==> src/clkmon_pkg.sv <==
// register map, field layout and carrier types for the input clock monitor
package clkmon_pkg;
    // register offsets
    localparam logic [7:0] RATE_SEL_ADDR  = 8'h38;
    localparam logic [7:0] ACTIVE_ADDR    = 8'h80;
    localparam logic [7:0] MISSING_ADDR   = 8'h81;
    localparam logic [7:0] OFFSET_ADDR    = 8'h82;
    localparam logic [7:0] MISS_FLG_ADDR  = 8'h83;
    localparam logic [7:0] OFFS_FLG_ADDR  = 8'h84;
    // field positions and reset values
    localparam int         IN3_BAND_LSB   = 0;
    localparam int         IN4_BAND_LSB   = 3;
    localparam int         HOLD_VALID_BIT = 6;
    localparam int         OFFS_FLG_LSB   = 1;
    localparam logic [2:0] BAND_RESET     = 3'h0;
    localparam logic [7:0] RDATA_RESET    = 8'h00;
    // frequency bands, codes 0..5; codes 6 and 7 are reserved
    localparam logic [2:0] BAND_COUNT     = 3'h6;
    localparam logic [9:0] BAND_LOW_MHZ  [6] = '{10'h00a, 10'h019, 10'h032,
                                                  10'h05f, 10'h0be, 10'h177};
    localparam logic [9:0] BAND_HIGH_MHZ [6] = '{10'h01b, 10'h036, 10'h069,
                                                  10'h0d7, 10'h1b3, 10'h2c6};

    // live status from the detectors, outside this clock domain
    typedef struct packed {
        logic       hold_history_valid;
        logic       pll_unlocked_live;
        logic [3:0] offset_live;    // bit k-1: ref input k
        logic [4:0] missing_live;   // bit 0: xtal ref, bit k: ref input k
        logic [3:0] selected;       // one-hot, bit k-1: ref input k
    } live_t;

    // host register access, one request a cycle
    typedef struct packed {
        logic [7:0] addr;
        logic       wr;
        logic       rd;
        logic [7:0] wdata;
    } reg_req_t;

    // expected band handed to the frequency offset monitor
    typedef struct packed {
        logic [9:0] low_mhz;
        logic [9:0] high_mhz;
        logic       valid;
    } band_t;
endpackage : clkmon_pkg

==> src/input_clock_alarm_status.sv <==
// register bank for input clock alarms, band select and sticky flags
`timescale 1ns/1ps
module input_clock_alarm_status (
    // clock and reset
    input  wire logic                sys_clk,
    input  wire logic                rst,
    // host register port behind the serial interface
    input  wire clkmon_pkg::reg_req_t req,
    output logic [7:0]               reg_rdata_q,
    // live detector status, asynchronous
    input  wire clkmon_pkg::live_t   live_in,
    // interrupt control from the host's own configuration
    input  wire logic                int_pin_en,
    input  wire logic [4:0]          missing_mask,
    input  wire logic [4:0]          offset_mask,
    output logic                     irq_q,
    // bands for the offset monitor of inputs 3 and 4
    output clkmon_pkg::band_t        input3_band_q,
    output clkmon_pkg::band_t        input4_band_q
);

    typedef struct packed {
        clkmon_pkg::live_t s1;
        clkmon_pkg::live_t s2;
        clkmon_pkg::live_t s3;
        clkmon_pkg::live_t live;
        logic [2:0]        input3_band_select;
        logic [2:0]        input4_band_select;
        logic [4:0]        missing_flag;
        logic [4:0]        offset_flag;    // bit 0: unlock, bit k: input k
        logic [7:0]        rdata;
        logic              irq;
        clkmon_pkg::band_t band3;
        clkmon_pkg::band_t band4;
    } state_t;

    state_t q;
    state_t d;
    logic [3:0] active_vec;
    logic [4:0] missing_vec;
    logic [4:0] offset_vec;
    logic [4:0] miss_clr;
    logic [4:0] offs_clr;
    logic [14:0] agree;

    function automatic clkmon_pkg::band_t band_of(input logic [2:0] code);
        band_of = '0;
        if (code < clkmon_pkg::BAND_COUNT) begin
            band_of.low_mhz  = clkmon_pkg::BAND_LOW_MHZ[code];
            band_of.high_mhz = clkmon_pkg::BAND_HIGH_MHZ[code];
            band_of.valid    = 1'b1;
        end
    endfunction : band_of

    function automatic logic hit(input logic [7:0] a, input logic [7:0] b);
        hit = (a == b);
    endfunction : hit

    always_comb begin
        d = q;
        // stage 1 is read only by stage 2
        d.s1 = live_in;
        d.s2 = q.s1;
        d.s3 = q.s2;
        // a bit moves only once stages 2 and 3 agree
        agree = ~(q.s2 ^ q.s3);
        d.live = clkmon_pkg::live_t'((agree & q.s3) | (~agree & q.live));

        active_vec  = q.live.selected & ~q.live.missing_live[4:1];
        missing_vec = q.live.missing_live;
        offset_vec  = {q.live.offset_live, q.live.pll_unlocked_live};

        miss_clr = '0;
        offs_clr = '0;
        if (req.wr && hit(req.addr, clkmon_pkg::MISS_FLG_ADDR)) begin
            miss_clr = ~req.wdata[4:0];
        end
        if (req.wr && hit(req.addr, clkmon_pkg::OFFS_FLG_ADDR)) begin
            offs_clr = ~req.wdata[clkmon_pkg::OFFS_FLG_LSB +: 5];
        end
        // an alarm in the clearing cycle still sets the flag
        d.missing_flag = (q.missing_flag & ~miss_clr) | missing_vec;
        d.offset_flag  = (q.offset_flag & ~offs_clr) | offset_vec;

        // interrupt follows the registered flags, one cycle behind
        d.irq = int_pin_en &&
                (|(q.missing_flag & ~missing_mask) ||
                 |(q.offset_flag & ~offset_mask));

        // only the band select takes plain writes; status is read-only
        if (req.wr && hit(req.addr, clkmon_pkg::RATE_SEL_ADDR)) begin
            d.input3_band_select = req.wdata[clkmon_pkg::IN3_BAND_LSB +: 3];
            d.input4_band_select = req.wdata[clkmon_pkg::IN4_BAND_LSB +: 3];
        end
        d.band3 = band_of(q.input3_band_select);
        d.band4 = band_of(q.input4_band_select);

        if (req.rd) begin
            d.rdata = '0;
            case (req.addr)
                clkmon_pkg::RATE_SEL_ADDR: begin
                    d.rdata[clkmon_pkg::IN3_BAND_LSB +: 3] = q.input3_band_select;
                    d.rdata[clkmon_pkg::IN4_BAND_LSB +: 3] = q.input4_band_select;
                end
                clkmon_pkg::ACTIVE_ADDR: begin
                    d.rdata[3:0] = active_vec;
                end
                clkmon_pkg::MISSING_ADDR: begin
                    d.rdata[4:0] = missing_vec;
                end
                clkmon_pkg::OFFSET_ADDR: begin
                    d.rdata[4:0] = offset_vec;
                    d.rdata[clkmon_pkg::HOLD_VALID_BIT] =
                        q.live.hold_history_valid;
                end
                clkmon_pkg::MISS_FLG_ADDR: begin
                    d.rdata[4:0] = q.missing_flag;
                end
                clkmon_pkg::OFFS_FLG_ADDR: begin
                    d.rdata[clkmon_pkg::OFFS_FLG_LSB +: 5] = q.offset_flag;
                end
                default: begin
                    d.rdata = '0;
                end
            endcase
        end
    end

    always_ff @(posedge sys_clk or posedge rst) begin
        if (rst) begin
            q <= '0;
            q.input3_band_select <= clkmon_pkg::BAND_RESET;
            q.input4_band_select <= clkmon_pkg::BAND_RESET;
            q.rdata <= clkmon_pkg::RDATA_RESET;
        end else begin
            q <= d;
        end
    end

    assign reg_rdata_q   = q.rdata;
    assign irq_q         = q.irq;
    assign input3_band_q = q.band3;
    assign input4_band_q = q.band4;
endmodule : input_clock_alarm_status

==> config.mk <==
export PLATFORM = sky130hd
export DESIGN_NAME = input_clock_alarm_status
export DESIGN_NICKNAME = d
export VERILOG_FILES = /design/src/clkmon_pkg.sv /design/src/input_clock_alarm_status.sv
export SDC_FILE = /design/constraint.sdc
export NUM_CORES = 1
export LEC_CHECK = 0
export ABC_AREA = 1
export BUFFER_PORTS_ARGS = -buffer_cell sky130_fd_sc_hd__buf_2
export CORE_AREA = 2 2 94 96
export CTS_BUF_LIST = sky130_fd_sc_hd__clkbuf_4 sky130_fd_sc_hd__clkbuf_8
export DETAILED_ROUTE_END_ITERATION = 8
export DIE_AREA = 0 0 96 98
export GPL_ROUTABILITY_DRIVEN = 0
export HOLD_SLACK_MARGIN = 0.03
export PLACE_DENSITY = 0.81
export SETUP_SLACK_MARGIN = 0.4
export SLEW_MARGIN = 40
export SYNTH_ARGS = -nofsm -noshare
export SYNTH_HDL_FRONTEND = slang
export SYNTH_SLANG_ARGS = --single-unit
==> constraint.sdc <==
create_clock -name sys_clk -period 4.8 [get_ports sys_clk]
set_input_delay 0.48 -clock sys_clk [delete_from_list [all_inputs] [get_ports sys_clk]]
set_output_delay 0.48 -clock sys_clk [all_outputs]
set_load 0.01 [all_outputs]
==> results of run 1 <==
==> worst reg2reg max path, cell delays in order (launching register included) <==
cell	delay [ps]
sky130_fd_sc_hd__dfrtp_1	510
sky130_fd_sc_hd__inv_1	180
sky130_fd_sc_hd__ha_1	330
sky130_fd_sc_hd__o21ai_0	160
sky130_fd_sc_hd__nor2_1	50
==> power groups by stage <==
stage	Sequential (mW)	Clock (mW)	Combinational [mW]
floorplan	1.07	0	0.167
global placement	1.08	0	0.184
detailed placement	1.08	0	0.189
CTS	1.06	1.06	0.190
global route	1.07	1.11	0.212
finish	1.06	1.04	0.187
==> layer usage <==
| metal | vias up | global-route usage (%) | part of all wire (%) | wire [um] |
|---|---|---|---|---|
| li1 | 1390 | - | - | - |
| met1 | 1426 | 23.7 | 40 | 3310 |
| met2 | 104 | 31.3 | 52 | 4240 |
| met3 | 15 | 5.63 | 6.0 | 496 |
| met4 | 0 | 8.35 | 2.2 | 178 |
| met5 | - | 0 | 0 | 0 |
==> layout by cell type, fill, tap and decap left out, types with 6 or more instances in the layout <==
cell,Yosys,routed
sky130_fd_sc_hd__a21oi_1,8,8
sky130_fd_sc_hd__buf_2,0,91
sky130_fd_sc_hd__clkbuf_8,0,18
sky130_fd_sc_hd__dfrtp_1,114,114
sky130_fd_sc_hd__ha_1,10,10
sky130_fd_sc_hd__inv_1,34,33
sky130_fd_sc_hd__inv_2,6,6
sky130_fd_sc_hd__maj3_1,15,15
sky130_fd_sc_hd__nand2_1,50,50
sky130_fd_sc_hd__nand3_1,29,29
sky130_fd_sc_hd__nor2_1,37,37
sky130_fd_sc_hd__o21ai_0,11,11
sky130_fd_sc_hd__o21ai_1,6,6
sky130_fd_sc_hd__o21bai_1,7,7
sky130_fd_sc_hd__o22ai_1,6,6
==> cells by family (layout without fill, tap and decap cells) <==
group / after synthesis / in the layout
buf+inv: 95 / 164
flops: 114 / 114
compound gates: 42 / 42
fa+ha+maj: 25 / 25
other cells: 1 / 3
simple gates: 140 / 140
==> cell type report <==
cell class              count  area [um2]  share of cell area, %
clock buffers              18         248                   4.68
clock inverters            14         226                   4.28
inverters                  40         155                   2.93
multi-input cells         210        1210                   22.9
flip-flops and latches    114        2850                   53.9
well taps                 108         135                   2.55
repair buffers             92         463                   8.75
==> through the flow <==
step           instances  cell area (um2)  worst slack, ps  hold slack [ps]
2_1_floorplan        419             4630             1300              331
3_3_place_gp         564             4810             3050              332
3_5_place_dp         564             4820             3090              335
4_1_cts              596             5290             3350              135
5_1_grt              596             5290             3320              129
6_report             596             5290             3370              155
==> how the worst min path moves through the flow <==
stage                           start     end  slack, ps  cells past startpoint
after global placement         d[107]   d[92]        330                      0
after detailed placement        d[97]   d[82]        330                      0
final                             rst   irq_q        160                      2
after floorplan                 d[97]   d[82]        330                      0
after CTS                 live_in[13]  d[110]        130                      1
after global routing       live_in[1]   d[98]        130                      1
==> results summary, run 1 <==
The slowest stage of the critical path belongs to the cell sky130_fd_sc_hd__dfrtp_1. The worst-skew pair later-pin latency is around 430 ps. The simple-gate share of the synthesized area is 14.6%.

The total track usage came out at just under 20%. After synthesis, the largest family of logic cells by area is simple AND/OR/NAND/NOR gates. The number of I/O port buffers came out at slightly above 90. The number of hold-slack violations in the final timing report was 0. The final clock skew is 11.1 ps.

VDD sags by at most 0.000255 V. The post-synthesis average cell area is 11.1 um2. The multiplexer area fraction after synthesis came out at 0%. The antenna cell count is 0. The via count of the first global-routing pass came out at 2,898. The worst path arrival time is 950 ps. The deepest clock path buffer count came out at 2. The count of mapped cells out of synthesis is around 420. The sink count of the clock tree came out at approximately 110. The worst hold path belongs to the class input pin to asynchronous set/reset pin. Dividing the final minimum period by the clock period gives 29.8%.

The die width is 96 um. The xor and xnor area share after synthesis is 0%. In this run the core area contains 34 standard-cell rows. The initial utilization of the core area, before any placement, comes to between 50 and 60%. The H-tree depth reported by CTS came out at 4. The setup fix buffers added after clock tree synthesis came out at 0.

The cell internal power dissipation came out at roughly 1.7 mW. The fraction of power consumed by sequential logic came out at 46.5%. The run finished with clean final reports. The Yosys warning count came out at 0. The number of antenna violations at the first check in global routing came out at 0. The die covers 9410 um2. The number of max-slew violations in the final report is 0. For this run, the slowest stage of the critical path takes 380 ps. In this run the count of I/O pins placed on the die edge is between 90 and 100. The count of buffer and inverter cells on the critical path came out at 1. The final-report setup violation count is 0. The routed via count is 2,935.

The number of vias per cell after detailed routing is roughly 5. Adding up every negative setup slack in the final design gives 0 ps. Counting the fill cells in the layout gives 669.

STA classifies the critical path endpoint as a primary output. After the first detailed-routing iteration, the DRC count stood at about 180. Of the total power, the share spent switching nets is 24.0%.

The worst register-to-register path begins at q[61]. The half-perimeter wire length of the detailed placement result came out at around 5800 um. Among all flip-flop cells after synthesis, the most frequent one is sky130_fd_sc_hd__dfrtp_1. The area of the core came out at 8470 um2. Post-CTS repair changed the size of 0 cells. The most critical setup path has its startpoint at reg_rdata_q[3]. The worst register-to-register path ends at input4_band_q[6]. Entering global routing, the biggest net connects 81 pins. In this run the number of cells on the critical path is 1.

The fraction of the mapped netlist area in compound gates is 5.39%. The setup slack of the most critical reg-to-reg path came out at 3460 ps. The die boundary height is 98 um. For the pin with the worst max-slew slack, the measured transition is around 670 ps. The leading cell type by number of instances after synthesis is sky130_fd_sc_hd__dfrtp_1. The shortest clock period the worst path allows after layout came out at about 1400 ps. The capturing element of the worst setup path is reg_rdata_q[3]. The root buffer cell chosen for the clock tree is sky130_fd_sc_hd__clkbuf_8. The quantity of hold-fixing buffers added after cts is 0. The area fraction of the dominant cell type after synthesis came out at 61.7%.

The total grt overflow came out at 0. The core utilization of the finished layout came out at 62.5%. STA classifies the critical path startpoint as a flip-flop. The total chip power came out at 2.29 mW.

The synthesized-area fraction occupied by adder cells came out at 5.95%. The detailed-route DRC error count came out at 0. The critical-path maximum fanout came out at 2. The count of nets left with antenna violations once routing finished came out at 0. The synthesized cell area came out at around 4600 um2. The library cell with the largest summed area after synthesis is sky130_fd_sc_hd__dfrtp_1. The combinational cell fraction of total power came out at 8.2%.

The synthesis-stage register bit count came out at ~110. The fraction of synthesis flops using an asynchronous set or reset pin is 100%. At the worst endpoint, the required time is 4320 ps. The number of enable flip-flop cells after synthesis is 0. Sorting the synthesized cells by area gives the leading types as sky130_fd_sc_hd__dfrtp_1 62%, sky130_fd_sc_hd__buf_4 8.1%, sky130_fd_sc_hd__nand2_1 4.1%, sky130_fd_sc_hd__maj3_1 3.2%, sky130_fd_sc_hd__nand3_1 3.1%. The number of clock buffers added by TritonCTS is 17. Timing would allow up to 699 MHz. The worst reg-to-reg path cell count came out at 4. TritonCTS built the clock tree.

In the final layout, the share of cells above drive strength 1 is 30.9%. The area growth from synthesis to final layout came out at 14.4%. The kind of cell adding the most delay to the critical path is flip-flops. The worst setup path is of the flip-flop to primary output kind. The analysis attributes to net switching a power of 550 uW. The number of iterations in the first detailed-routing pass is 4.

The wire length per cell is 13.8 um. In this run the tightest slew margin relative to its limit is a little under three fifths. The global-route wire length before repair is approximately 14,000 um. Summed over all layers, the routed wires come to a little over 8000 um. After synthesis, the most frequently instantiated cells are 114 x sky130_fd_sc_hd__dfrtp_1, 50 x sky130_fd_sc_hd__buf_4, 50 x sky130_fd_sc_hd__nand2_1. Across the run, the number of max-cap violations was 0.

The unique cell type count in the Yosys netlist is 29. The number of nets in the finished design is 531. Setup repair after global routing left no endpoint under its margin. The clock network accounts for 45.4% of the total power.

The critical path goes through buf_2. The CTS clock-pin slew for the worst setup and hold paths came out at approximately 70 ps. The leakage power total is 2.82 nW. For this run, the register share of the synthesized area comes to between 60% and 70%. In this run the power density over the cells is 433 nW/um2.
(Power assumes the default switching activity.)
==> run 2, diff against run 1 <==
--- a/config.mk
+++ b/config.mk
@@ -7,13 +7,13 @@
 export LEC_CHECK = 0
 export ABC_AREA = 1
 export BUFFER_PORTS_ARGS = -buffer_cell sky130_fd_sc_hd__buf_2
-export CORE_AREA = 2 2 94 96
+export CORE_AREA = 2 2 99 101
 export CTS_BUF_LIST = sky130_fd_sc_hd__clkbuf_4 sky130_fd_sc_hd__clkbuf_8
 export DETAILED_ROUTE_END_ITERATION = 8
-export DIE_AREA = 0 0 96 98
+export DIE_AREA = 0 0 101 103
 export GPL_ROUTABILITY_DRIVEN = 0
 export HOLD_SLACK_MARGIN = 0.03
-export PLACE_DENSITY = 0.81
+export PLACE_DENSITY = 0.76
 export SETUP_SLACK_MARGIN = 0.4
 export SLEW_MARGIN = 40
 export SYNTH_ARGS = -nofsm -noshare
==> constraint.sdc (replaced) <==
create_clock -name sys_clk -period 1.3 [get_ports sys_clk]
set_input_delay 0.13 -clock sys_clk [delete_from_list [all_inputs] [get_ports sys_clk]]
set_output_delay 0.13 -clock sys_clk [all_outputs]
set_load 0.01 [all_outputs]
==> run 2 against run 1 <==
Against the previous run: clock power increased to 3.3 times the previous value; first-iteration DRC count increased by 8.4%; cell count increased by 12%; count of clock-buffer cells in the layout increased by 1; combinational power increased to 6.2 times the previous value; critical path type unchanged; non-clock buffer count increased by 67; total power increased to 3.7 times the previous value; utilization increased by 4.7 points.
==> results summary, run 2 (synthesis gave the netlist of run 1 again) <==
The clock net in this run drives a total of 114 sinks. The number of iterations in the first detailed-routing pass came out at 4. The minimum hold slack came out at around 73 ps. The cell family contributing the most delay on the critical path is flip-flops. The worst-skew pair later-pin latency came out at between 400 and 500 ps. The half-perimeter wire length of the detailed placement result is 5750 um. The number of hold-slack violations in the final timing report is 0. The critical-path maximum fanout came out at 2. For this run, design rule violations remaining after detail routing come to 0. The die width came out at 101 um. The cell row count is 36. Across the VDD grid, the largest voltage drop is ~0.00075 V. The initial utilization of the core area, before any placement, comes to 48.9%. The total of fill cells in the finished design came out at approximately 670.

The post-route netlist has 51.2% of its cells at a drive strength greater than 1. The H-tree was split into 4 levels. Setup repair after global routing could not meet its margin everywhere. The run finished with clean final reports. The final clock skew came out at about 10 ps.

The count of buffer and inverter cells on the critical path is 1. The total wire length after detailed routing is 9650 um. The worst path arrival time is 970 ps. The sort of element at the end of the critical path is a primary output. The library cell used most frequently in the layout, excluding fill and tap cells, is sky130_fd_sc_hd__dfrtp_1. Traced cell by cell, the critical path runs through buf_2. The first-iteration detailed-routing DRC count came out at 194. The number of max-slew violations in the final report is 0. The worst stage delay on the critical path came out at around 390 ps. The number of nets in the finished design came out at 598.

The final-report setup violation count came out at 0. Entering global routing, the biggest net connects 78 pins. The shortest clock period the worst path allows after layout is between 1000 and 1500 ps. The full die area came out at 10,400 um2. The setup path with the least slack is of type flip-flop to primary output.

The deepest clock path buffer count came out at 2. The repair_antennas step left the layout with diodes totalling 0. The number of CTS-inserted buffers is 17.

The die boundary height is roughly 100 um. The routed via count came out at 3,251. At the end of the flow the core is filled with cells to about 67%. For this design the top-level I/O count stands at a little under 100. The via count of the first global-routing pass is 3,138.

The tightest min-delay check is of the input pin to flip-flop type. Compared with the post-synthesis result, the final layout area differs by 37.4%. Global routing used 18.5% of the available tracks. The number of I/O port buffers is 91. The wire length per cell came out at 14.4 um. The required time of the critical path came out at between 1000 and 1500 ps. The number of antenna violations at the first check in global routing is 0. The CTS clock-pin slew for the worst setup and hold paths is 70 ps. The antenna violation net count after detailed routing came out at 0. The library cells used most frequently in the layout, excluding fill and tap cells, are 110 x sky130_fd_sc_hd__dfrtp_1, 88 x sky130_fd_sc_hd__buf_2, 33 x sky130_fd_sc_hd__nand2_1.

The maximum operating frequency is 912 MHz. Setup total negative slack on the finished layout was measured at 0 ps. The total of max-cap violations came out at 0. STA classifies the critical path startpoint as a flip-flop.

After global routing the overflow that remains totals 0. The largest individual stage delay along the critical path comes from the cell sky130_fd_sc_hd__dfrtp_1. The global-route wire length before repair came out at 14,400 um.

TritonCTS built the clock tree. In this run the static leakage power is approximately 3.2 nW. The tree is rooted in a sky130_fd_sc_hd__clkbuf_8.

Power spread over the standard cell area amounts to 1340 nW/um2. In this run the standard cell core region covers 9460 um2. The number of vias per cell after detailed routing came out at 4.86.

The post-route clock period utilization is 84.3%.
==> run 2: cell types whose count changed in the layout (fill, tap and decap cells not counted), sizes merged <==
cell         delta
clkbuf          +1
dlygate4sd3    +24
bufinv          -2
clkinvlp        +4
inv             -5
clkinv          +2
buf            +43
==> run 2: per-stage QoR <==
step | std cells | setup WS [ps] | total power, mW | instance area, um2
floorplan | 419 | -215 | 4.59 | 4680
finish | 669 | 204 | 8.49 | 6350
detailed placement | 576 | 50.8 | 4.73 | 4920
global placement | 576 | 94.4 | 4.70 | 4920
CTS | 654 | 175 | 8.35 | 6000
global route | 669 | 160 | 8.84 | 6350
==> run 2: final cells by class <==
cell class / count / area, um2 / share of cell area [%]
Multi-Input combinational cell: 210 / 1620 / 25.5
Sequential cell: 114 / 2860 / 45.0
Inverter: 40 / 189 / 2.97
Timing Repair Buffer: 159 / 1130 / 17.8
Clock inverter: 13 / 160 / 2.52
Tap cell: 114 / 143 / 2.25
Clock buffer: 19 / 255 / 4.02
==> run 2: timing repair <==
action	4_1_cts	5_1_grt
hold buffers	24	0
pin swaps	25	31
setup endpoints to repair	80	91
endpoints found under the hold margin	145	0
setup buffers	22	15
resized for setup	73	71
==> run 2: per-layer routing <==
| layer | part of all wire [%] | track usage (%) | vias to the layer above |
|---|---|---|---|
| met3 | 5.1 | 5.56 | 23 |
| li1 | - | - | 1529 |
| met1 | 39 | 20.3 | 1577 |
| met4 | 2.3 | 10.5 | 0 |
| met5 | 0 | 0 | - |
| met2 | 54 | 32.3 | 122 |
==> run 2: final timing paths <==
check / from / to / slack [ps] / depth (start not counted)
max in group asynchronous: rst / q[64] / 540 / 4
min reg2reg: d[109] / d[94] / 340 / 0
max reg2reg: q[65] / input3_band_q[6] / 220 / 4
max: reg_rdata_q[1] / reg_rdata_q[1] / 200 / 1
min in group asynchronous: rst / q[94] / 360 / 4
min: offset_mask[4] / irq_q / 70 / 6
==> run 2: report_power, final <==
| part | internal, mW | switching [mW] |
|---|---|---|
| sequential | 3.80 | 0.136 |
| combinational | 0.544 | 0.618 |
| clock | 1.96 | 1.43 |
